`src/hdl/ofd_pkg.sv`:
```
// operand field decoder package: register map, field layout, forms, timing
// assumes a 32-bit classic wishbone bus and a 100 MHz core clock
package ofd_pkg;

    // ------------------------------------------------------------
    // register byte offsets
    // ------------------------------------------------------------
    localparam logic [7:0] OFS_INSTR = 8'h00;
    localparam logic [7:0] OFS_FORM  = 8'h04;
    localparam logic [7:0] OFS_WACC  = 8'h08;
    localparam logic [7:0] OFS_BANK  = 8'h0C;
    localparam logic [7:0] OFS_STAT  = 8'h10;
    localparam logic [7:0] OFS_TPTR  = 8'h14;
    localparam logic [7:0] OFS_TLAT  = 8'h18;
    localparam logic [7:0] OFS_PTR   = 8'h1C;
    localparam logic [7:0] OFS_DADDR = 8'h20;
    localparam logic [7:0] OFS_MOVE  = 8'h24;
    localparam logic [7:0] OFS_LIT   = 8'h28;
    localparam logic [7:0] OFS_TGT   = 8'h2C;
    localparam logic [7:0] OFS_DECST = 8'h30;

    // ------------------------------------------------------------
    // widths, constants and reset values
    // ------------------------------------------------------------
    localparam int         TPTR_W       = 21;
    localparam int         FADDR_W      = 12;
    localparam logic [3:0] ACCESS_BANK  = 4'h0;
    localparam logic [3:0] SECOND_MARK  = 4'hF;
    localparam logic [1:0] CYC_ONE      = 2'h1;
    localparam logic [1:0] CYC_TWO      = 2'h2;
    localparam int         OSC_PER_CYC  = 4;
    localparam int         CLK_MHZ      = 100;
    localparam logic [4:0] STAT_RESET   = 5'h00;

    // status flag positions
    localparam int FLG_C  = 0;
    localparam int FLG_HC = 1;
    localparam int FLG_Z  = 2;
    localparam int FLG_OVF = 3;
    localparam int FLG_N  = 4;

    // ------------------------------------------------------------
    // instruction forms, literal widths, table step modes
    // ------------------------------------------------------------
    typedef enum logic [3:0] {
        FM_BYTE, FM_BIT, FM_LIT8, FM_LIT12, FM_MOVE, FM_IDXMOVE,
        FM_TABLE, FM_REL8, FM_REL11, FM_ABS, FM_CALL, FM_RET
    } ofd_form_e;

    typedef enum logic [1:0] {LW_8, LW_12, LW_20} ofd_litw_e;

    typedef enum logic [1:0] {
        TS_NONE, TS_POSTINC, TS_POSTDEC, TS_PREINC
    } ofd_step_e;

endpackage : ofd_pkg

```
`src/hdl/ofd_tbl_step.sv`:
```
// table pointer step unit: access address and next pointer for one access
// assumes the caller applies next_ptr only when a table access executes
`timescale 1ns/100ps
module ofd_tbl_step
    import ofd_pkg::*;
#(
    parameter int PW = TPTR_W
) (
    // pointer in
    input  wire logic [PW-1:0] ptr,
    input  wire logic [1:0]    mode,
    // results
    output logic      [PW-1:0] access_addr,
    output logic      [PW-1:0] next_ptr
);

    wire [PW-1:0] ptr_inc = ptr + PW'(1);
    wire [PW-1:0] ptr_dec = ptr - PW'(1);

    // pre-increment uses the stepped value for the access itself
    assign access_addr = (mode == TS_PREINC) ? ptr_inc : ptr;
    assign next_ptr    = (mode == TS_NONE)    ? ptr     :
                         (mode == TS_POSTDEC) ? ptr_dec : ptr_inc;

endmodule : ofd_tbl_step

```
`src/hdl/ofd_field_dec.sv`:
```
// operand field extractor: splits one or two instruction words by form
// assumes the form is chosen by software, not derived from opcode bits
`timescale 1ns/100ps
module ofd_field_dec
    import ofd_pkg::*;
(
    // words
    input  wire logic [3:0]  form,
    input  wire logic [15:0] w1,
    input  wire logic [15:0] w2,
    // byte and bit operands
    output logic      [7:0]  f8,
    output logic      [1:0]  ptr_sel,
    output logic             access_sel,
    output logic             to_file,
    output logic      [2:0]  bit_idx,
    // move operands
    output logic      [11:0] src_adr,
    output logic      [11:0] dst_adr,
    output logic      [6:0]  src_off,
    output logic      [6:0]  dst_off,
    // literal, table, program address
    output logic      [19:0] lit,
    output logic      [1:0]  lit_w,
    output logic      [1:0]  step,
    output logic      [20:0] target,
    output logic             rel,
    output logic             fast,
    output logic             two_word,
    output logic             pc_change
);

    // bits not named below are never looked at (see RULE11)
    assign f8         = w1[7:0];                      // see RULE4
    assign ptr_sel    = w1[5:4];                      // see RULE4
    assign access_sel = w1[8];
    assign to_file    = w1[9];
    assign bit_idx    = w1[11:9];                     // see RULE2
    assign src_adr    = w1[11:0];                     // see RULE5
    assign dst_adr    = w2[11:0];                     // see RULE5
    assign src_off    = w1[6:0];                      // see RULE12
    assign dst_off    = w2[6:0];                      // see RULE12
    assign step       = w1[1:0];                      // see RULE7
    assign fast       = (form == FM_RET) ? w1[0] : w1[8];   // see RULE10

    // literal width follows the form (see RULE6)
    assign lit   = (form == FM_LIT12) ? {8'h00, w1[3:0], w2[7:0]} :
                   (form == FM_ABS || form == FM_CALL) ? {w2[11:0], w1[7:0]} :
                   {12'h000, w1[7:0]};
    assign lit_w = (form == FM_LIT12) ? LW_12 :
                   (form == FM_ABS || form == FM_CALL) ? LW_20 : LW_8;

    // relative forms sign-extend, absolute forms zero-extend (see RULE9)
    assign rel    = (form == FM_REL8) || (form == FM_REL11);
    assign target = (form == FM_REL8)  ? {{13{w1[7]}}, w1[7:0]}  :
                    (form == FM_REL11) ? {{10{w1[10]}}, w1[10:0]} :
                    {1'b0, w2[11:0], w1[7:0]};

    assign two_word  = (form == FM_LIT12) || (form == FM_MOVE) ||
                       (form == FM_IDXMOVE) || (form == FM_ABS) || (form == FM_CALL);
    assign pc_change = rel || (form == FM_ABS) || (form == FM_CALL) || (form == FM_RET);

endmodule : ofd_field_dec

```
`src/hdl/ofd_top.sv`:
```
// operand field decoder with wishbone register access
// assumes a classic wishbone master, 32-bit data, byte addresses
// Behaviour
// RULE1: access bit picks quick region or bank
// RULE2: three-bit index selects one of eight bits
// RULE3: destination bit picks accumulator or file
// RULE4: short field is address or pointer select
// RULE5: moves decode two twelve-bit full addresses
// RULE6: literal is eight, twelve or twenty bits
// RULE7: table access steps pointer per mode
// RULE8: hold 21-bit table pointer, 8-bit latch
// RULE9: relative displacement signed, absolute target plain
// RULE10: fast bit saves and restores shadow copies
// RULE11: don't-care bits never change behaviour
// RULE12: indexed moves use seven-bit source/target offsets
// RULE13: keep carry, half carry, zero, overflow, negative
// RULE14: second word needs top ones; alone is nop
// RULE15: cycle is four clocks; one or two cycles
//
// The address map and the Wishbone register port are this design's own decisions.
`timescale 1ns/100ps
module ofd_top
    import ofd_pkg::*;
#(
    parameter int BANK_W = 4
) (
    // clock and reset
    input  wire logic        clk,
    input  wire logic        rst_n,
    // wishbone slave
    input  wire logic [7:0]  wb_adr_i,
    input  wire logic [31:0] wb_dat_i,
    input  wire logic [3:0]  wb_sel_i,
    input  wire logic        wb_we_i,
    input  wire logic        wb_cyc_i,
    input  wire logic        wb_stb_i,
    output logic      [31:0] wb_dat_o,
    output logic             wb_ack_o,
    // decoded controls to the data path
    output logic      [11:0] file_addr,
    output logic      [7:0]  bit_mask,
    output logic             to_file,
    output logic      [20:0] table_access,
    output logic             exec_pulse
);

    // ------------------------------------------------------------
    // state
    // ------------------------------------------------------------
    logic [15:0]       first_word;
    logic [15:0]       last_word;
    logic              pending;
    logic [3:0]        form;
    logic [7:0]        working_accumulator;
    logic [BANK_W-1:0] bank_selector;
    logic [4:0]        status_flags;
    logic [TPTR_W-1:0] table_pointer;
    logic [7:0]        table_latch;
    logic [11:0]       indirect_pointer;
    logic [7:0]        sh_acc;
    logic [BANK_W-1:0] sh_bank;
    logic [4:0]        sh_flags;
    logic [1:0]        ptr_sel_q;
    logic [11:0]       move_source_address;
    logic [11:0]       move_target_address;
    logic [19:0]       lit_q;
    logic [1:0]        lit_w_q;
    logic [20:0]       target_q;
    logic              rel_q;
    logic [1:0]        cycles;
    logic              nop_q;
    logic              pair_err;

    // ------------------------------------------------------------
    // bus decode
    // ------------------------------------------------------------
    function automatic logic [31:0] merge(input logic [31:0] old_v,
                                          input logic [31:0] new_v,
                                          input logic [3:0]  sel);
        logic [31:0] r;
        r = old_v;
        for (int i = 0; i < 4; i++) begin
            if (sel[i]) begin
                r[i*8 +: 8] = new_v[i*8 +: 8];
            end
        end
        return r;
    endfunction : merge

    wire bus_req = wb_cyc_i && wb_stb_i && !wb_ack_o;
    wire wr      = bus_req && wb_we_i;
    wire rd      = bus_req && !wb_we_i;

    function automatic logic hit(input logic [7:0] adr, input logic [7:0] ofs);
        return wr && (adr == ofs);
    endfunction : hit

    wire wr_instr = hit(wb_adr_i, OFS_INSTR) && (wb_sel_i[1:0] == 2'h3);
    wire [15:0] word_in = wb_dat_i[15:0];

    // ------------------------------------------------------------
    // field extraction and table step
    // ------------------------------------------------------------
    wire        fwd_two = (form == FM_LIT12) || (form == FM_MOVE) ||
                          (form == FM_IDXMOVE) || (form == FM_ABS) || (form == FM_CALL);
    wire [15:0] w1 = pending ? first_word : word_in;
    logic [7:0]  d_f8;
    logic [1:0]  d_ptr;
    logic        d_acc;
    logic        d_to_file;
    logic [2:0]  d_bit;
    logic [11:0] d_src_adr;
    logic [11:0] d_dst_adr;
    logic [6:0]  d_src_off;
    logic [6:0]  d_dst_off;
    logic [19:0] d_lit;
    logic [1:0]  d_lit_w;
    logic [1:0]  d_step;
    logic [20:0] d_target;
    logic        d_rel;
    logic        d_fast;
    logic        d_two;
    logic        d_pcc;
    logic [20:0] t_access;
    logic [20:0] t_next;

    ofd_field_dec u_dec (
        .form      (form),
        .w1        (w1),
        .w2        (word_in),
        .f8        (d_f8),
        .ptr_sel   (d_ptr),
        .access_sel(d_acc),
        .to_file   (d_to_file),
        .bit_idx   (d_bit),
        .src_adr   (d_src_adr),
        .dst_adr   (d_dst_adr),
        .src_off   (d_src_off),
        .dst_off   (d_dst_off),
        .lit       (d_lit),
        .lit_w     (d_lit_w),
        .step      (d_step),
        .target    (d_target),
        .rel       (d_rel),
        .fast      (d_fast),
        .two_word  (d_two),
        .pc_change (d_pcc)
    );

    ofd_tbl_step #(.PW(TPTR_W)) u_step (
        .ptr        (table_pointer),
        .mode       (d_step),
        .access_addr(t_access),
        .next_ptr   (t_next)
    );

    // ------------------------------------------------------------
    // instruction sequencing
    // ------------------------------------------------------------
    wire marked     = (word_in[15:12] == SECOND_MARK);
    wire take_first = wr_instr && !pending && fwd_two && !marked;
    wire lone_2nd   = wr_instr && !pending && fwd_two && marked;       // see RULE14
    wire bad_2nd    = wr_instr && pending && !marked;                  // see RULE14
    wire exec       = wr_instr && (pending ? marked : !fwd_two);
    wire is_call    = exec && (form == FM_CALL);
    wire is_ret     = exec && (form == FM_RET);
    wire [11:0] bank_addr = d_acc ? {bank_selector, d_f8} : {ACCESS_BANK, d_f8};  // see RULE1

    // ------------------------------------------------------------
    // register file and execution
    // ------------------------------------------------------------
    always_ff @(posedge clk or negedge rst_n) begin
        if (!rst_n) begin
            first_word <= 16'h0000;
            last_word  <= 16'h0000;
            pending    <= 1'b0;
            form       <= 4'h0;
            pair_err   <= 1'b0;
            nop_q      <= 1'b0;
            exec_pulse <= 1'b0;
        end else begin
            exec_pulse <= exec;
            if (hit(wb_adr_i, OFS_FORM) && wb_sel_i[0] && !pending) begin
                form <= wb_dat_i[3:0];
            end
            if (wr_instr) begin
                last_word <= word_in;
                nop_q     <= lone_2nd;                                  // see RULE14
            end
            if (take_first) begin
                first_word <= word_in;
                pending    <= 1'b1;
            end else if (exec || bad_2nd) begin
                pending <= 1'b0;
            end
            if (bad_2nd) begin
                pair_err <= 1'b1;
            end else if (exec) begin
                pair_err <= 1'b0;
            end
        end
    end

    always_ff @(posedge clk or negedge rst_n) begin
        if (!rst_n) begin
            working_accumulator <= 8'h00;
            bank_selector       <= '0;
            status_flags        <= STAT_RESET;
            sh_acc              <= 8'h00;
            sh_bank             <= '0;
            sh_flags            <= STAT_RESET;
        end else if (is_call && d_fast) begin
            sh_acc   <= working_accumulator;                           // see RULE10
            sh_bank  <= bank_selector;
            sh_flags <= status_flags;
        end else if (is_ret && d_fast) begin
            working_accumulator <= sh_acc;                             // see RULE10
            bank_selector       <= sh_bank;
            status_flags        <= sh_flags;
        end else begin
            if (hit(wb_adr_i, OFS_WACC) && wb_sel_i[0]) begin
                working_accumulator <= wb_dat_i[7:0];
            end
            if (hit(wb_adr_i, OFS_BANK) && wb_sel_i[0]) begin
                bank_selector <= wb_dat_i[BANK_W-1:0];
            end
            if (hit(wb_adr_i, OFS_STAT) && wb_sel_i[0]) begin
                status_flags <= wb_dat_i[4:0];                         // see RULE13
            end
        end
    end

    always_ff @(posedge clk or negedge rst_n) begin
        if (!rst_n) begin
            table_pointer    <= '0;
            table_latch      <= 8'h00;
            indirect_pointer <= 12'h000;
            table_access     <= '0;
        end else begin
            if (exec && form == FM_TABLE) begin
                table_pointer <= t_next;                               // see RULE7
                table_access  <= t_access;
            end else if (hit(wb_adr_i, OFS_TPTR)) begin
                table_pointer <= TPTR_W'(merge({11'h000, table_pointer}, wb_dat_i, wb_sel_i));
            end
            if (hit(wb_adr_i, OFS_TLAT) && wb_sel_i[0]) begin
                table_latch <= wb_dat_i[7:0];                          // see RULE8
            end
            if (hit(wb_adr_i, OFS_PTR)) begin
                indirect_pointer <= 12'(merge({20'h00000, indirect_pointer}, wb_dat_i, wb_sel_i));
            end
        end
    end

    always_ff @(posedge clk or negedge rst_n) begin
        if (!rst_n) begin
            file_addr           <= 12'h000;
            bit_mask            <= 8'h00;
            to_file             <= 1'b0;
            ptr_sel_q           <= 2'h0;
            move_source_address <= 12'h000;
            move_target_address <= 12'h000;
            lit_q               <= 20'h00000;
            lit_w_q             <= LW_8;
            target_q            <= 21'h000000;
            rel_q               <= 1'b0;
            cycles              <= CYC_ONE;
        end else if (exec) begin
            file_addr <= bank_addr;                                    // see RULE1
            bit_mask  <= 8'h01 << d_bit;                               // see RULE2
            to_file   <= d_to_file;                                    // see RULE3
            ptr_sel_q <= d_ptr;                                        // see RULE4
            if (form == FM_IDXMOVE) begin
                move_source_address <= indirect_pointer + 12'(d_src_off); // see RULE12
                move_target_address <= indirect_pointer + 12'(d_dst_off);
            end else begin
                move_source_address <= d_src_adr;                      // see RULE5
                move_target_address <= d_dst_adr;
            end
            lit_q    <= d_lit;                                         // see RULE6
            lit_w_q  <= d_lit_w;
            target_q <= d_target;                                      // see RULE9
            rel_q    <= d_rel;
            cycles   <= (d_two || d_pcc) ? CYC_TWO : CYC_ONE;          // see RULE15
        end else if (lone_2nd) begin
            cycles <= CYC_ONE;
        end
    end

    // ------------------------------------------------------------
    // read back and acknowledge
    // ------------------------------------------------------------
    wire [31:0] rd_daddr = {8'h00, ptr_sel_q, 1'b0, to_file, bit_mask, file_addr};
    wire [31:0] rd_decst = {24'h000000, 3'(OSC_PER_CYC), cycles, pair_err, nop_q, pending};
    wire [7:0]  a        = wb_adr_i;
    wire [31:0] rd_mux   =
        (a == OFS_INSTR) ? {16'h0000, last_word} :
        (a == OFS_FORM)  ? {28'h0000000, form} :
        (a == OFS_WACC)  ? {24'h000000, working_accumulator} :
        (a == OFS_BANK)  ? 32'(bank_selector) :
        (a == OFS_STAT)  ? {27'h0000000, status_flags} :
        (a == OFS_TPTR)  ? {11'h000, table_pointer} :
        (a == OFS_TLAT)  ? {24'h000000, table_latch} :
        (a == OFS_PTR)   ? {20'h00000, indirect_pointer} :
        (a == OFS_DADDR) ? rd_daddr :
        (a == OFS_MOVE)  ? {4'h0, move_target_address, 4'h0, move_source_address} :
        (a == OFS_LIT)   ? {lit_w_q, 10'h000, lit_q} :
        (a == OFS_TGT)   ? {rel_q, 10'h000, target_q} :
        (a == OFS_DECST) ? rd_decst : 32'h00000000;

    always_ff @(posedge clk or negedge rst_n) begin
        if (!rst_n) begin
            wb_ack_o <= 1'b0;
            wb_dat_o <= 32'h00000000;
        end else begin
            wb_ack_o <= bus_req;
            if (rd) begin
                wb_dat_o <= rd_mux;
            end
        end
    end

    // ------------------------------------------------------------
    // assertions
    // ------------------------------------------------------------
    property p_quick_region;
        @(posedge clk) disable iff (!rst_n)
        exec && (form == FM_BYTE) && !d_acc |=> file_addr[11:8] == ACCESS_BANK;
    endproperty
    a_quick_region: assert property (p_quick_region)   // see RULE1
        else $error("quick region not selected");

    property p_bank_region;
        @(posedge clk) disable iff (!rst_n)
        exec && (form == FM_BIT) && d_acc |=> file_addr[11:8] == $past(bank_selector);
    endproperty
    a_bank_region: assert property (p_bank_region)     // see RULE1
        else $error("bank selector not used");

    property p_bit_mask;
        @(posedge clk) disable iff (!rst_n)
        exec |=> $onehot(bit_mask) && bit_mask == (8'h01 << $past(d_bit));
    endproperty
    a_bit_mask: assert property (p_bit_mask)           // see RULE2
        else $error("bit mask wrong");

    property p_dest;
        @(posedge clk) disable iff (!rst_n)
        exec |=> to_file == $past(w1[9]);
    endproperty
    a_dest: assert property (p_dest)                   // see RULE3
        else $error("destination select wrong");

    property p_postinc;
        @(posedge clk) disable iff (!rst_n)
        exec && form == FM_TABLE && d_step == TS_POSTINC
            |=> table_pointer == $past(table_pointer) + 21'h1
                && table_access == $past(table_pointer);
    endproperty
    a_postinc: assert property (p_postinc)             // see RULE7
        else $error("post increment wrong");

    property p_shadow_kept;
        @(posedge clk) disable iff (!rst_n)
        exec && (form == FM_CALL || form == FM_RET) && !d_fast
            |=> $stable(sh_acc) && $stable(sh_flags) && $stable(sh_bank);
    endproperty
    a_shadow_kept: assert property (p_shadow_kept)     // see RULE10
        else $error("shadow changed without fast bit");

    property p_bad_pair;
        @(posedge clk) disable iff (!rst_n)
        wr_instr && pending && !marked |=> !pending && pair_err && !exec_pulse;
    endproperty
    a_bad_pair: assert property (p_bad_pair)           // see RULE14
        else $error("unmarked second word accepted");

    property p_cycles;
        @(posedge clk) disable iff (!rst_n)
        exec && d_pcc |=> cycles == CYC_TWO ##1 wb_ack_o == 1'b0;
    endproperty
    a_cycles: assert property (p_cycles)               // see RULE15
        else $error("cycle count wrong");

    property p_ack_once;
        @(posedge clk) disable iff (!rst_n)
        wb_ack_o |=> !wb_ack_o;
    endproperty
    a_ack_once: assert property (p_ack_once)
        else $error("ack held too long");

    c_two_word: cover property (@(posedge clk) disable iff (!rst_n) take_first ##[1:20] exec);
    c_lone_2nd: cover property (@(posedge clk) disable iff (!rst_n) lone_2nd);
    c_fast_ret: cover property (@(posedge clk) disable iff (!rst_n) is_ret && d_fast);
    c_table:    cover property (@(posedge clk) disable iff (!rst_n) exec && form == FM_TABLE);

endmodule : ofd_top

```
`config.mk`:
```
export PLATFORM = sky130hd
export DESIGN_NAME = ofd_top
export DESIGN_NICKNAME = d
export VERILOG_FILES = /design/src/hdl/ofd_pkg.sv /design/src/hdl/ofd_tbl_step.sv /design/src/hdl/ofd_field_dec.sv /design/src/hdl/ofd_top.sv
export SDC_FILE = /design/constraint.sdc
export NUM_CORES = 1
export LEC_CHECK = 0
export BUFFER_PORTS_ARGS = -buffer_cell sky130_fd_sc_hd__buf_2
export CAP_MARGIN = 20
export CELL_PAD_IN_SITES_DETAIL_PLACEMENT = 0
export CELL_PAD_IN_SITES_GLOBAL_PLACEMENT = 2
export CORE_MARGIN = 10
export CORE_UTILIZATION = 27
export CTS_BUF_LIST = sky130_fd_sc_hd__clkbuf_4 sky130_fd_sc_hd__clkbuf_8 sky130_fd_sc_hd__clkbuf_16
export CTS_CLUSTER_SIZE = 16
export DETAILED_ROUTE_END_ITERATION = 6
export PLACE_DENSITY = 0.63
export SLEW_MARGIN = 15
export SYNTH_ARGS = -nofsm -noshare
export SYNTH_HDL_FRONTEND = slang
export SYNTH_SLANG_ARGS = --single-unit
```
`constraint.sdc`:
```
create_clock -name clk -period 3.3 [get_ports clk]
set_input_delay 0.66 -clock clk [delete_from_list [all_inputs] [get_ports clk]]
set_output_delay 0.66 -clock clk [all_outputs]
set_load 0.005 [all_outputs]
```
# Yosys cells after proc, flatten, opt, wreduce, memory -nomap -nowiden
# Cells that the tools add are included.
# op_classes
addsub	4
n_mul	0
n_div	0
magnitude_cmp	0
n_eq_ne	26
shifts	1
n_mux	46
bitwise_logic	1
n_reduce_logical	67
# ops
operator	count
$mux W32	12
$mux W21	7
$mux W12	4
$eq A8 B6 Y1 const B	5
$mux W20	2
$mux W8	5
$eq A8 B5 Y1 const B	4
$logic_and A1 B1 Y1	31
$add A12 B7 Y12	2
$add A21 B1 Y21 const B	1
$sub A21 B1 Y21 const B	1
$eq A4 B4 Y1 const B	5
$reduce_bool A2 Y1	10
$eq A4 B3 Y1 const B	4
$eq A8 B4 Y1 const B	2
$mux W5	3
$logic_or A1 B1 Y1	11
$mux W2	5
$reduce_and A2 Y1	5
$reduce_and A3 Y1	3
$eq A8 B3 Y1 const B	1
$logic_not A8 Y1	1
$mux W4	2
$shl A1 B3 Y8 const A	1
other kinds (7)	18
# word_totals
ff_bits	258
latch_bits	0
ram_bits	0
rom_bits	0
word_cells	178
memories	0

# Logic depth before layout (Yosys ltp)
# Gate-level depths: netlist of the first run.
# logic_depth
ltp_word	14
depth_mapped	13

# Modules after synthesis
# A second synthesis of the first run with hierarchy kept.
# hier_totals
hier_cells	1627
area_unflattened_um2	14989.4
# modules_own_cells
module	instances	cells_each	area_per_inst_um2
ofd_top	1	1344	12976.2
ofd_tbl_step	1	163	1069.8
ofd_field_dec	1	120	943.4

# Least setup slack after synthesis of the first run
# No wires, ideal clock.
# synth_path
kind	reg2reg
startpoint	register pending
endpoint	register move_source_address[6]
setup_time_ps	126
arrival_time_ps	2961
path_slack_ps	213
path_stages_with_launch	13
synth_period_minus_slack_ps	3087
cell_sequence	dfrtp_1 buf_2 buf_1 buf_1 mux2i_1 inv_1 ha_1 o21ai_0 a21oi_1 o21a_1 or3_1 a31oi_1 a21oi_1
# synth_between
elab_chain_len	3
# synth_rtl
element	line	text
start, declared	ofd_top.sv:52	logic pending;
start signal, assigned	ofd_top.sv:176	pending <= 1'b0;
start signal, assigned	ofd_top.sv:192	pending <= 1'b1;
start signal, assigned	ofd_top.sv:194	pending <= 1'b0;
$mux W12	ofd_top.sv:106	wire [15:0] w1 = pending ? first_word : word_in;
$add A12 B7 Y12	ofd_top.sv:274	move_source_address <= indirect_pointer + 12'(d_src_off);
$mux W12	ofd_top.sv:273	if (form == FM_IDXMOVE) begin
end signal, assigned	ofd_top.sv:274	
end signal, assigned	ofd_top.sv:277	move_source_address <= d_src_adr;
end, declared	ofd_top.sv:64	logic [11:0] move_source_address;
# Several ways; a longest one is shown, not always the timed one.
# A chain may end at the register's enable or synchronous reset.

# Final worst setup path of the first run
# layout_path
startpoint	register pending
endpoint	register table_pointer[16]
# layout_between
elab_chain_len	5
# layout_rtl
element	line	text
$mux W12 or $mux W1 (tied branches)	ofd_top.sv:106, ofd_top.sv:164	
$eq A2 B2 Y1 or $logic_and A1 B1 Y1 (tied branches)	ofd_tbl_step.sv:23, ofd_top.sv:164	
$mux W21 or $logic_and A1 B1 Y1 (tied branches)	ofd_tbl_step.sv:23, ofd_top.sv:240	
$mux W21, or another cell as far along	ofd_tbl_step.sv:22	assign next_ptr = (mode == TS_NONE) ? ptr :
$mux W21 or $reduce_and A3 Y1 (tied branches)	-	
end signal, assigned	ofd_top.sv:241	table_pointer <= t_next;
end signal, assigned	ofd_top.sv:244	table_pointer <= TPTR_W'(merge({11'h000, table_pointer}, wb_dat_i, wb_sel_i));
end, declared	ofd_top.sv:57	logic [TPTR_W-1:0] table_pointer;
# Several ways; a longest one is shown, not always the timed one. The select of a mux whose other input is x is not followed.

==> results of run 1 <==
critical path: cells and delay by family, from the launching register on:
family	cells	cell delay, ns
DFF	1	0.76
and+or+nand+nor	3	0.98
AOI/OAI and AO/OA	3	0.68
buffers and inverters	2	0.48
placed cells by master, fill, tap and decap left out, types with 31 or more instances in the layout:
master       n
buf_4       75
mux2i_1     60
dfrtp_1    245
a21oi_1    122
mux2_2      46
nand2_1    204
buf_2      109
o21ai_0    105
inv_1       31
nand3_1     38
clkbuf_16   31
nor2_1     151
synthesized netlist by cell type, types with 14 or more instances:
cell	count
ha_1	16
o21ai_0	105
a21oi_1	122
inv_1	31
a211oi_1	14
nor2_1	151
xnor2_1	28
mux2i_1	60
a221oi_1	16
a22o_1	20
clkbuf_1	75
nand3_1	38
dfrtp_1	245
buf_2	18
a31oi_1	18
mux2_2	46
buf_1	15
nor3_1	29
nand2_1	205
cells by family after synthesis:
group,share of synthesized area (%)
AO/OA/AOI/OAI,19.6
adder cells (fa/ha/maj),1.75
other,0.0273
buffers and inverters,4.72
XOR/XNOR,2.16
flip-flops,44.8
AND/OR/NAND/NOR,18.2
multiplexers,8.79
how the worst max path moves through the flow:
stage | startpoint | endpoint | slack (ns) | cells past startpoint
2_1_floorplan | pending$_DFFE_PN0P_ | move_source_address[6]$_DFFE_PN0P_ | 0.21 | 12
3_3_place_gp | wb_adr_i[3] | cycles[1]$_DFFE_PN0P_ | 0.21 | 8
4_1_cts | pending$_DFFE_PN0P_ | move_source_address[7]$_DFFE_PN0P_ | 0.29 | 10
6_report | pending$_DFFE_PN0P_ | table_pointer[16]$_DFFE_PN0P_ | 0.28 | 8
3_5_place_dp | wb_adr_i[3] | cycles[1]$_DFFE_PN0P_ | 0.20 | 8
5_1_grt | pending$_DFFE_PN0P_ | move_source_address[7]$_DFFE_PN0P_ | 0.03 | 10
area by class of cell:
cell class / count / area (um^2) / area share (%)
clock buffer: 41 / 882 / 5.41
tap: 672 / 841 / 5.15
multi-input combinational: 1119 / 6980 / 42.8
antenna: 2 / 5.00 / 0.0307
sequential: 246 / 6160 / 37.7
clock inverter: 10 / 125 / 0.767
inverter: 32 / 120 / 0.736
timing repair buffer: 189 / 1200 / 7.38
sequential cells by signal (all words and copies together), names as in the netlist, 13 cells and up:
name / flops
last_word: 16
lit_q: 20
table_access: 21
table_pointer: 21
target_q: 13
wb_dat_o: 30
routing by layer:
| layer | global-route usage, % | routed length (um) |
|---|---|---|
| met5 | 0 | 0 |
| met4 | 4.74 | 1380 |
| met1 | 23.5 | 24200 |
| met3 | 2.85 | 2870 |
| met2 | 28.9 | 25900 |
power by group:
part	internal, uW	switching [uW]	leakage (uW)	total, uW
registers	3050	30.6	0.00336	3080
clock network	2080	1370	0.000511	3450
logic	134	300	0.00367	434
total	5260	1700	0.00754	6960
metrics by stage:
| step | area, um^2 | worst slack (ns) |
|---|---|---|
| after floorplan | 13800 | 0.213 |
| after global placement | 15300 | 0.213 |
| after detailed placement | 15300 | 0.204 |
| after CTS | 16300 | 0.287 |
| after global routing | 16300 | 0.0340 |
| final | 16300 | 0.279 |
==> flow_metrics.tcl, run 1 <==
set metrics [dict create \
    status "finished clean" \
    finalNonFillerCells 2311 \
    ir_drop_mv 0.383 \
    port_buffers 110 \
    critPathKind "register to register" \
    p_leak_uw 0.00754 \
    drv_slew 0 \
    antenna_found_initial 2 \
    ys.warnings.count 0 \
    dp_hpwl_um 39600 \
    power_density_nw_per_um2 427 \
    via_per_inst 5.22 \
    fin_crit_sh_pct 91.6 \
    num_vias 12100 \
    ys.flop_type "dfrtp_1" \
    synthCells 1517 \
    clock-sinks 246 \
    startpoint_type "register" \
    io_pins 125 \
    row_count 82 \
    crit_fanout 16 \
    finalHoldWorstSlack_ns 0.0259 \
    period_minus_slack_ns 3.02 \
    grt_pass1_wl_um 81000 \
    power_uw 6960 \
    reg2reg_depth 8 \
    die_w_um 246 \
    synth-edff-count 0 \
    end_kind "register" \
    fmax_ghz 0.331 \
    r2r-start "pending$_DFFE_PN0P_" \
    fillers 5393 \
    seq_area_frac_synth_pct 44.8 \
    grt_max_degree 77 \
    crit_path_frequent_cell "buf_4" \
    ys_seq_elements 246 \
    cts_buffers 31 \
    clkTransAtPathRegs_ns 0.06 \
    cts_max_level 1 \
    die_h_um 246 \
    drive_gt1_share_pct 19.7 \
    slowest_delay_ns 0.76 \
    fin_skew_ns 0.0115 \
    start_util_pct 27.4 \
    synth_cell_type_count 87 \
    gp_congestion 0.843 \
    min_path_type "input port to asynchronous set/reset pin" \
    dp_cells 2258 \
    coreArea_um2 50300 \
    synth.avg_cell_area_um2 9.07 \
    yosysTopAreaCell "dfrtp_1" \
    cp.arrival_ns 3.48 \
    first_pass_iters 5 \
    cp_cell_sequence "buf_4, nor3b_1, buf_4, nor2_1, nand3_1, o22ai_1, a31oi_1, o22a_1" \
    maxCapViolations 0 \
    tritoncts "done" \
    rrSetupSlack_ns 0.28 \
    post_cts_resized 0 \
    dieArea_um2 60400 \
    rsz0062_at_grt "no" \
    setup_viol 0 \
    fin_util_pct 32.4 \
    final_hold_viol_count 0 \
    tightest_slew_ns 0.923 \
    r2r_end "table_pointer[16]$_DFFE_PN0P_" \
    synthTopCellsByArea "dfrtp_1, nand2_1, a21oi_1" \
    critPathRequiredTime_ns 3.76 \
    ant_nets 0 \
    cts_buffer_depth 3 \
    cts_setup_buffers 0 \
    slew_headroom_pct 36.7 \
    fin_tns_setup_ns 0 \
    area.growth.synth_to_final_pct 18.6 \
    overflow 0 \
    worstSkewPairLatency_ns 0.59 \
    yosysTopAreaCellShare_pct 44.6 \
    drt_iter0_markers 793 \
    drc_errors 0 \
    grt_util_all_layers_pct 17.6 \
    routedWlPerCell_um 23.5 \
    cts_root_buf "clkbuf_16" \
    wl_um 54300 \
    slowest_stage "dfrtp_1" \
    grt_pass1_vias 12200 \
    hold_buffers 0 \
    synth-async-reset-ratio_pct 100 \
    syn_area_um2 13800 \
    layout.nets 1686 \
]
Note: power is estimated with default switching activity, not from simulation.
==> inputs of run 2 (changes only) <==
Settings changed: ABC_AREA set to 1, PLACE_DENSITY 0.63 to 0.67.
==> run 2 against run 1 <==
- cell count is 17% higher
- largest power group unchanged
- non-clock buffer count fell by 1
- synthesized cell count grew 23%
- setup slack improved by 0.16 ns
- clock power rose by 17%
- area after synthesis grew 1.1%
- critical path type unchanged
- register-to-register slack improved by 0.16 ns
- utilization rose by 0.25 points
- clock-buffer cell count up 9
- hold slack better by 0.071 ns
- combinational power decreased by 5.3%
==> flow_metrics.tcl, run 2 <==
set metrics [dict create \
    seq_area_frac_synth_pct 44.3 \
    cts_buffers 34 \
    largest_reg_flops 30 \
    setup_viol 0 \
    yosysTopAreaCell "dfrtp_1" \
    yosysMostFrequentCell "nand2_1" \
    drt_iter0_markers 1183 \
    fmax_ghz 0.350 \
    period_minus_slack_ns 2.86 \
    cp.arrival_ns 3.29 \
    num_vias 13000 \
    synth.avg_cell_area_um2 7.45 \
    first_pass_iters 5 \
    wl_um 55500 \
    finalNonFillerCells 2707 \
    cts_max_level 2 \
    slowest_stage "fa_1" \
    slew_headroom_pct 30.2 \
    ys.flop_type "dfrtp_1" \
    overflow 0 \
    grtUsageMet1_pct 25.3 \
    die_h_um 247 \
    routedWlPerCell_um 20.5 \
    top_regs "wb_dat_o x30, table_access x21, table_pointer x21" \
    io_pins 125 \
    slowest_delay_ns 0.41 \
    critPathRequiredTime_ns 3.73 \
    gp_congestion 0.854 \
    grt_util_met3_pct 2.75 \
    ant_nets 0 \
    crit_path_frequent_cell "o21ai_0" \
    via_per_inst 4.79 \
    worstSkewPairLatency_ns 0.54 \
    fin_skew_ns 0.0138 \
    cts_setup_buffers 0 \
    maxCapViolations 0 \
    min_path_type "input port to asynchronous set/reset pin" \
    met2_usage_pct 28.2 \
    fin_tns_setup_ns 0 \
    dp_cells 2646 \
    final_hold_viol_count 0 \
    crit_family "compound AO/OA/AOI/OAI gates" \
    synthCells 1868 \
    status "finished clean" \
    dieArea_um2 61000 \
    grt_pass1_wl_um 83300 \
    cts_root_buf "clkbuf_16" \
    synth_cell_type_count 54 \
    tritoncts "done" \
    post_cts_resized 0 \
    syn_area_um2 13900 \
    drc_errors 0 \
    synth-async-reset-ratio_pct 100 \
    fillers 5488 \
    start_util_pct 27.2 \
    crit_fanout 15 \
    cts_buffer_depth 3 \
    port_buffers 110 \
    max_flop_register "wb_dat_o" \
    clkTransAtPathRegs_ns 0.06 \
    grt_util_all_layers_pct 18.1 \
    grt_max_degree 69 \
    drv_slew 0 \
    synth-edff-count 0 \
    netlist_top_cells_count "nand2_1, dfrtp_1, o21ai_0" \
    layout.nets 2069 \
    tightest_slew_ns 1.04 \
    critPathKind "register to register" \
    synthTopCellsByArea "dfrtp_1, nand2_1, o21ai_0" \
    startpoint_type "register" \
    antenna_found_initial 3 \
    end_kind "register" \
    p_leak_uw 0.00845 \
    power_uw 7510 \
    final_common_cell "nand2_1" \
    grt-busiest-layer "met2" \
    yosysTopAreaCellShare_pct 44.1 \
    die_w_um 247 \
    seqCellArea_um2 6160 \
    cp_cell_sequence "buf_4, o21ai_2, inv_1, ha_1, inv_1, fa_1, o21ai_0, a21oi_1, nor2_1, o21ai_0, o21ai_0, nand3_1, nand3_1, nand2_1" \
    grt_pass1_vias 12900 \
    multi_input_area_um2 6600 \
    drive_gt1_share_pct 15.6 \
    coreArea_um2 51200 \
    dp_hpwl_um 41400 \
    final_cell_mix "nand2_1, dfrtp_1, o21ai_0" \
    rsz0062_at_grt "no" \
    fin_crit_sh_pct 86.6 \
    area.growth.synth_to_final_pct 20.4 \
    ys.warnings.count 0 \
    row_count 83 \
    ir_drop_mv 0.265 \
    clock-sinks 246 \
    power_density_nw_per_um2 449 \
    ys_seq_elements 246 \
    hold_buffers 0 \
    worstPathBufferInverterCount 3 \
]
==> run 2: cell types whose count changed after synthesis, sizes merged, moves of 51 or more <==
cell,change
mux2i,-59
o21ai,+156
nand3,+58
mux2,-53
nand2,+378
inv,+152
a21oi,-51
==> run 2: path summary, 6_finish.rpt <==
path / from / end / slack (ns) / cells after the start
worst min register to register: wb_dat_o[16]$_DFFE_PN0P_ / wb_dat_o[16]$_DFFE_PN0P_ / 0.47 / 2
max in group asynchronous: rst_n / wb_dat_o[20]$_DFFE_PN0P_ / 2.36 / 2
worst max-delay path: pending$_DFFE_PN0P_ / move_source_address[10]$_DFFE_PN0P_ / 0.44 / 14
worst max register to register: pending$_DFFE_PN0P_ / move_source_address[10]$_DFFE_PN0P_ / 0.44 / 14
min in group clk: wb_dat_i[12] / last_word[12]$_DFFE_PN0P_ / 0.38 / 3
worst min-delay path: rst_n / file_addr[4]$_DFFE_PN0P_ / 0.1 / 1
==> run 2: kinds of logic (layout without fill, tap and decap cells) <==
group	count (synthesis)	after routing	share of synthesized area (%)
flops	246	246	44.3
buf+inv	282	439	8.36
fa+ha+maj	18	18	1.73
simple gates	860	860	26.2
other cells	1	3	0.0270
xor+xnor	37	37	2.33
mux	2	2	0.153
compound gates	422	422	17.0
==> run 2: routing by layer <==
layer	up-vias	routed length, um	part of all wire, %
li1	6372	-	-
met1	6190	26300	47
met2	335	24900	45
met3	69	2910	5.2
met4	4	1360	2.5
met5	-	21	0.038
==> run 2: cell type report <==
class	instances	area share, %
flip-flops and latches	246	36.8
diodes	1	0.0149
clock buffers	50	6.34
inverters	191	4.30
well taps	680	5.08
multi-input cells	1341	39.4
repair buffers	188	7.14
clock inverters	10	0.934
==> run 2: stage by stage <==
| stage | instance area [um^2] | hold slack, ns | utilization [%] | worst slack (ns) |
|---|---|---|---|---|
| 2_1_floorplan | 13900 | 0.364 | - | 0.741 |
| 3_3_place_gp | 15500 | 0.458 | 30.3 | 0.213 |
| 3_5_place_dp | 15500 | 0.461 | 30.3 | 0.245 |
| 4_1_cts | 16700 | 0.106 | 32.7 | 0.387 |
| 5_1_grt | 16700 | 0.132 | 32.7 | 0.215 |
| 6_report | 16700 | 0.0967 | 32.7 | 0.442 |
==> run 2: power breakdown <==
group / switching [uW] / total, uW / internal [uW]
registers: 27.8 / 3080 / 3060
clock network: 1480 / 4020 / 2540
logic: 283 / 411 / 127
total: 1790 / 7510 / 5730
==> inputs of run 3 (changes only) <==
Settings changed: GPL_TIMING_DRIVEN set to 0.
==> run 3 against run 2 <==
- the run now ends with DRC left
- hold slack worse by 0.080 ns
- die area unchanged
- utilization is 0.45 points lower
- fmax shrank 5.8%
- clock-buffer cell count fell by 2
- setup slack worse by 0.18 ns
- final area shrank 1.4%
- non-clock buffer count increased by 16
- critical endpoint unchanged
- register-to-register slack lost 0.18 ns
- clock power fell by 10%
- cell count up 0.55%
- critical path type unchanged
==> flow_metrics.tcl, run 3 (synthesis results as in run 2) <==
set metrics [dict create \
    pwr-share-comb_pct 5.9 \
    post-place-ws_ns -0.965 \
    internal-power_uw 5290 \
    clkTransAtPathRegs_ns 0.06 \
    slowest_delay_ns 0.42 \
    largest_reg_flops 30 \
    p_leak_uw 0.00828 \
    cts_root_buf "clkbuf_16" \
    p_clk_share_pct 50.8 \
    clock-sinks 246 \
    final_cell_mix "nand2_1, dfrtp_1, o21ai_0" \
    slowest_stage "dfrtp_1" \
    fin_tns_setup_ns 0 \
    end_kind "register" \
    tightest_slew_ns 1.12 \
    grt_util_all_layers_pct 19.9 \
    dp_hpwl_um 46100 \
    min_path_type "input port to asynchronous set/reset pin" \
    port_buffers 109 \
    drv_slew 0 \
    grt_max_degree 78 \
    r2r-start "pending$_DFFE_PN0P_" \
    ir_drop_mv 0.271 \
    routedWlPerCell_um 22.3 \
    final_common_cell "nand2_1" \
    period_minus_slack_ns 3.04 \
    dieArea_um2 61000 \
    cts_max_level 2 \
    max_flop_register "wb_dat_o" \
    io_pins 125 \
    cts_buffer_depth 3 \
    wl_um 60600 \
    tritoncts "done" \
    crit_fanout 8 \
    gp_congestion 0.868 \
    drive_gt1_share_pct 14.0 \
    maxCapViolations 0 \
    p_sw_uw 1820 \
    start_util_pct 27.2 \
    dpl-instance-area_um2 15400 \
    cts_buffers 34 \
    die_w_um 247 \
    slew_headroom_pct 25.3 \
    critPathKind "register to register" \
    antenna_found_initial 2 \
    fin_area_um2 16500 \
    status "complete, but fails checks" \
    area.growth.synth_to_final_pct 18.7 \
    first_pass_iters 7 \
    worstSkewPairLatency_ns 0.56 \
    overflow 0 \
    die_h_um 247 \
    finalHoldWorstSlack_ns 0.0169 \
    crit_family "compound AO/OA/AOI/OAI gates" \
    fin_ws_ns 0.265 \
    drc_errors 1 \
    layout.nets 2085 \
    final_hold_viol_count 0 \
    rsz0062_at_grt "no" \
    crit_path_frequent_cell "inv_1" \
    top_regs "wb_dat_o x30, table_access x21, table_pointer x21" \
    drt_iter0_markers 1075 \
    power_density_nw_per_um2 431 \
    num_vias 13300 \
    violations "DRC" \
    coreArea_um2 51200 \
    setup_viol 0 \
    row_count 83 \
    worstPathBufferInverterCount 3 \
    fin_crit_sh_pct 92.0 \
    swShare_pct 25.6 \
    critPathRequiredTime_ns 3.74 \
    grt_pass1_vias 13200 \
    grt_pass1_wl_um 89900 \
    startpoint_type "register" \
    pwr-share-seq_pct 43.3 \
    fmax_ghz 0.329 \
    via_per_inst 4.89 \
    cp.arrival_ns 3.48 \
    cp_cell_sequence "inv_1, or2_2, o21ai_2, inv_1, ha_1, inv_1, fa_1, o21ai_2, a21oi_1, nor2_2, o21ai_0, o21ai_0, nand3_1, nand3_1, nand2_1" \
    fin_skew_ns 0.0231 \
    ant_nets 0 \
    cp-startpoint "pending$_DFFE_PN0P_" \
]
run 3: power groups by stage:
stage / combinational (uW) / clock [uW] / sequential, uW
6_report: 421 / 3610 / 3080
5_1_grt: 474 / 3830 / 3080
4_1_cts: 431 / 3700 / 3080
3_5_place_dp: 429 / 0 / 3130
3_3_place_gp: 412 / 0 / 3140
2_1_floorplan: 166 / 0 / 3130
run 3: metrics by stage:
step / power (uW) / utilization, % / instances
2_1_floorplan: 3300 / - / 1869
3_3_place_gp: 3550 / 29.9 / 2658
3_5_place_dp: 3560 / 30.1 / 2662
4_1_cts: 7210 / 32.2 / 2720
5_1_grt: 7390 / 32.2 / 2720
6_report: 7110 / 32.3 / 2722
run 3: area by class of cell:
| class | count | area [um^2] |
|---|---|---|
| Inverter | 191 | 723 |
| Tap cell | 680 | 851 |
| Antenna cell | 2 | 5.00 |
| Clock inverter | 10 | 71.3 |
| Multi-Input combinational cell | 1341 | 6610 |
| Buffer | 91 | 448 |
| Timing Repair Buffer | 113 | 649 |
| Clock buffer | 48 | 1000 |
| Sequential cell | 246 | 6160 |
| Fill cell | 5619 | 34700 |
run 3: per-layer routing:
layer  global-route usage [%]  vias up  share of wire (%)
li1                         -     6398                  -
met1                     28.4     6481                 48
met2                     30.9      375                 44
met3                     3.31       60                6.2
met4                     4.37        0                1.7
met5                        0        -                  0
run 3: worst paths after layout:
kind / to / slack, ns / depth (start not counted)
worst max-delay path: move_source_address[10]$_DFFE_PN0P_ / 0.26 / 15
worst min-delay path: file_addr[2]$_DFFE_PN0P_ / 0.02 / 1
worst max register to register: move_source_address[10]$_DFFE_PN0P_ / 0.26 / 15
worst min register to register: table_access[18]$_DFFE_PN0N_ / 0.47 / 2
max in group asynchronous: table_access[20]$_DFFE_PN0N_ / 1.83 / 4
min in group clk: last_word[12]$_DFFE_PN0P_ / 0.37 / 3
run 3: what timing repair did:
item / CTS / global route
resized for setup: 5 / 8
hold buffers: 0 / 0
buffers inserted: 0 / 0
setup endpoints to repair: 6 / 5
endpoints found under the hold margin: 0 / 0
run 3: worst reg2reg max path, cell delays in order (launching register included):
cell and delay (ns):
dfrtp_1 0.42, inv_1 0.16, or2_2 0.14, o21ai_2 0.14, inv_1 0.18, ha_1 0.25
inv_1 0.07, fa_1 0.42, o21ai_2 0.24, a21oi_1 0.13, nor2_2 0.15, o21ai_0 0.13
o21ai_0 0.21, nand3_1 0.10, nand3_1 0.12, nand2_1 0.06
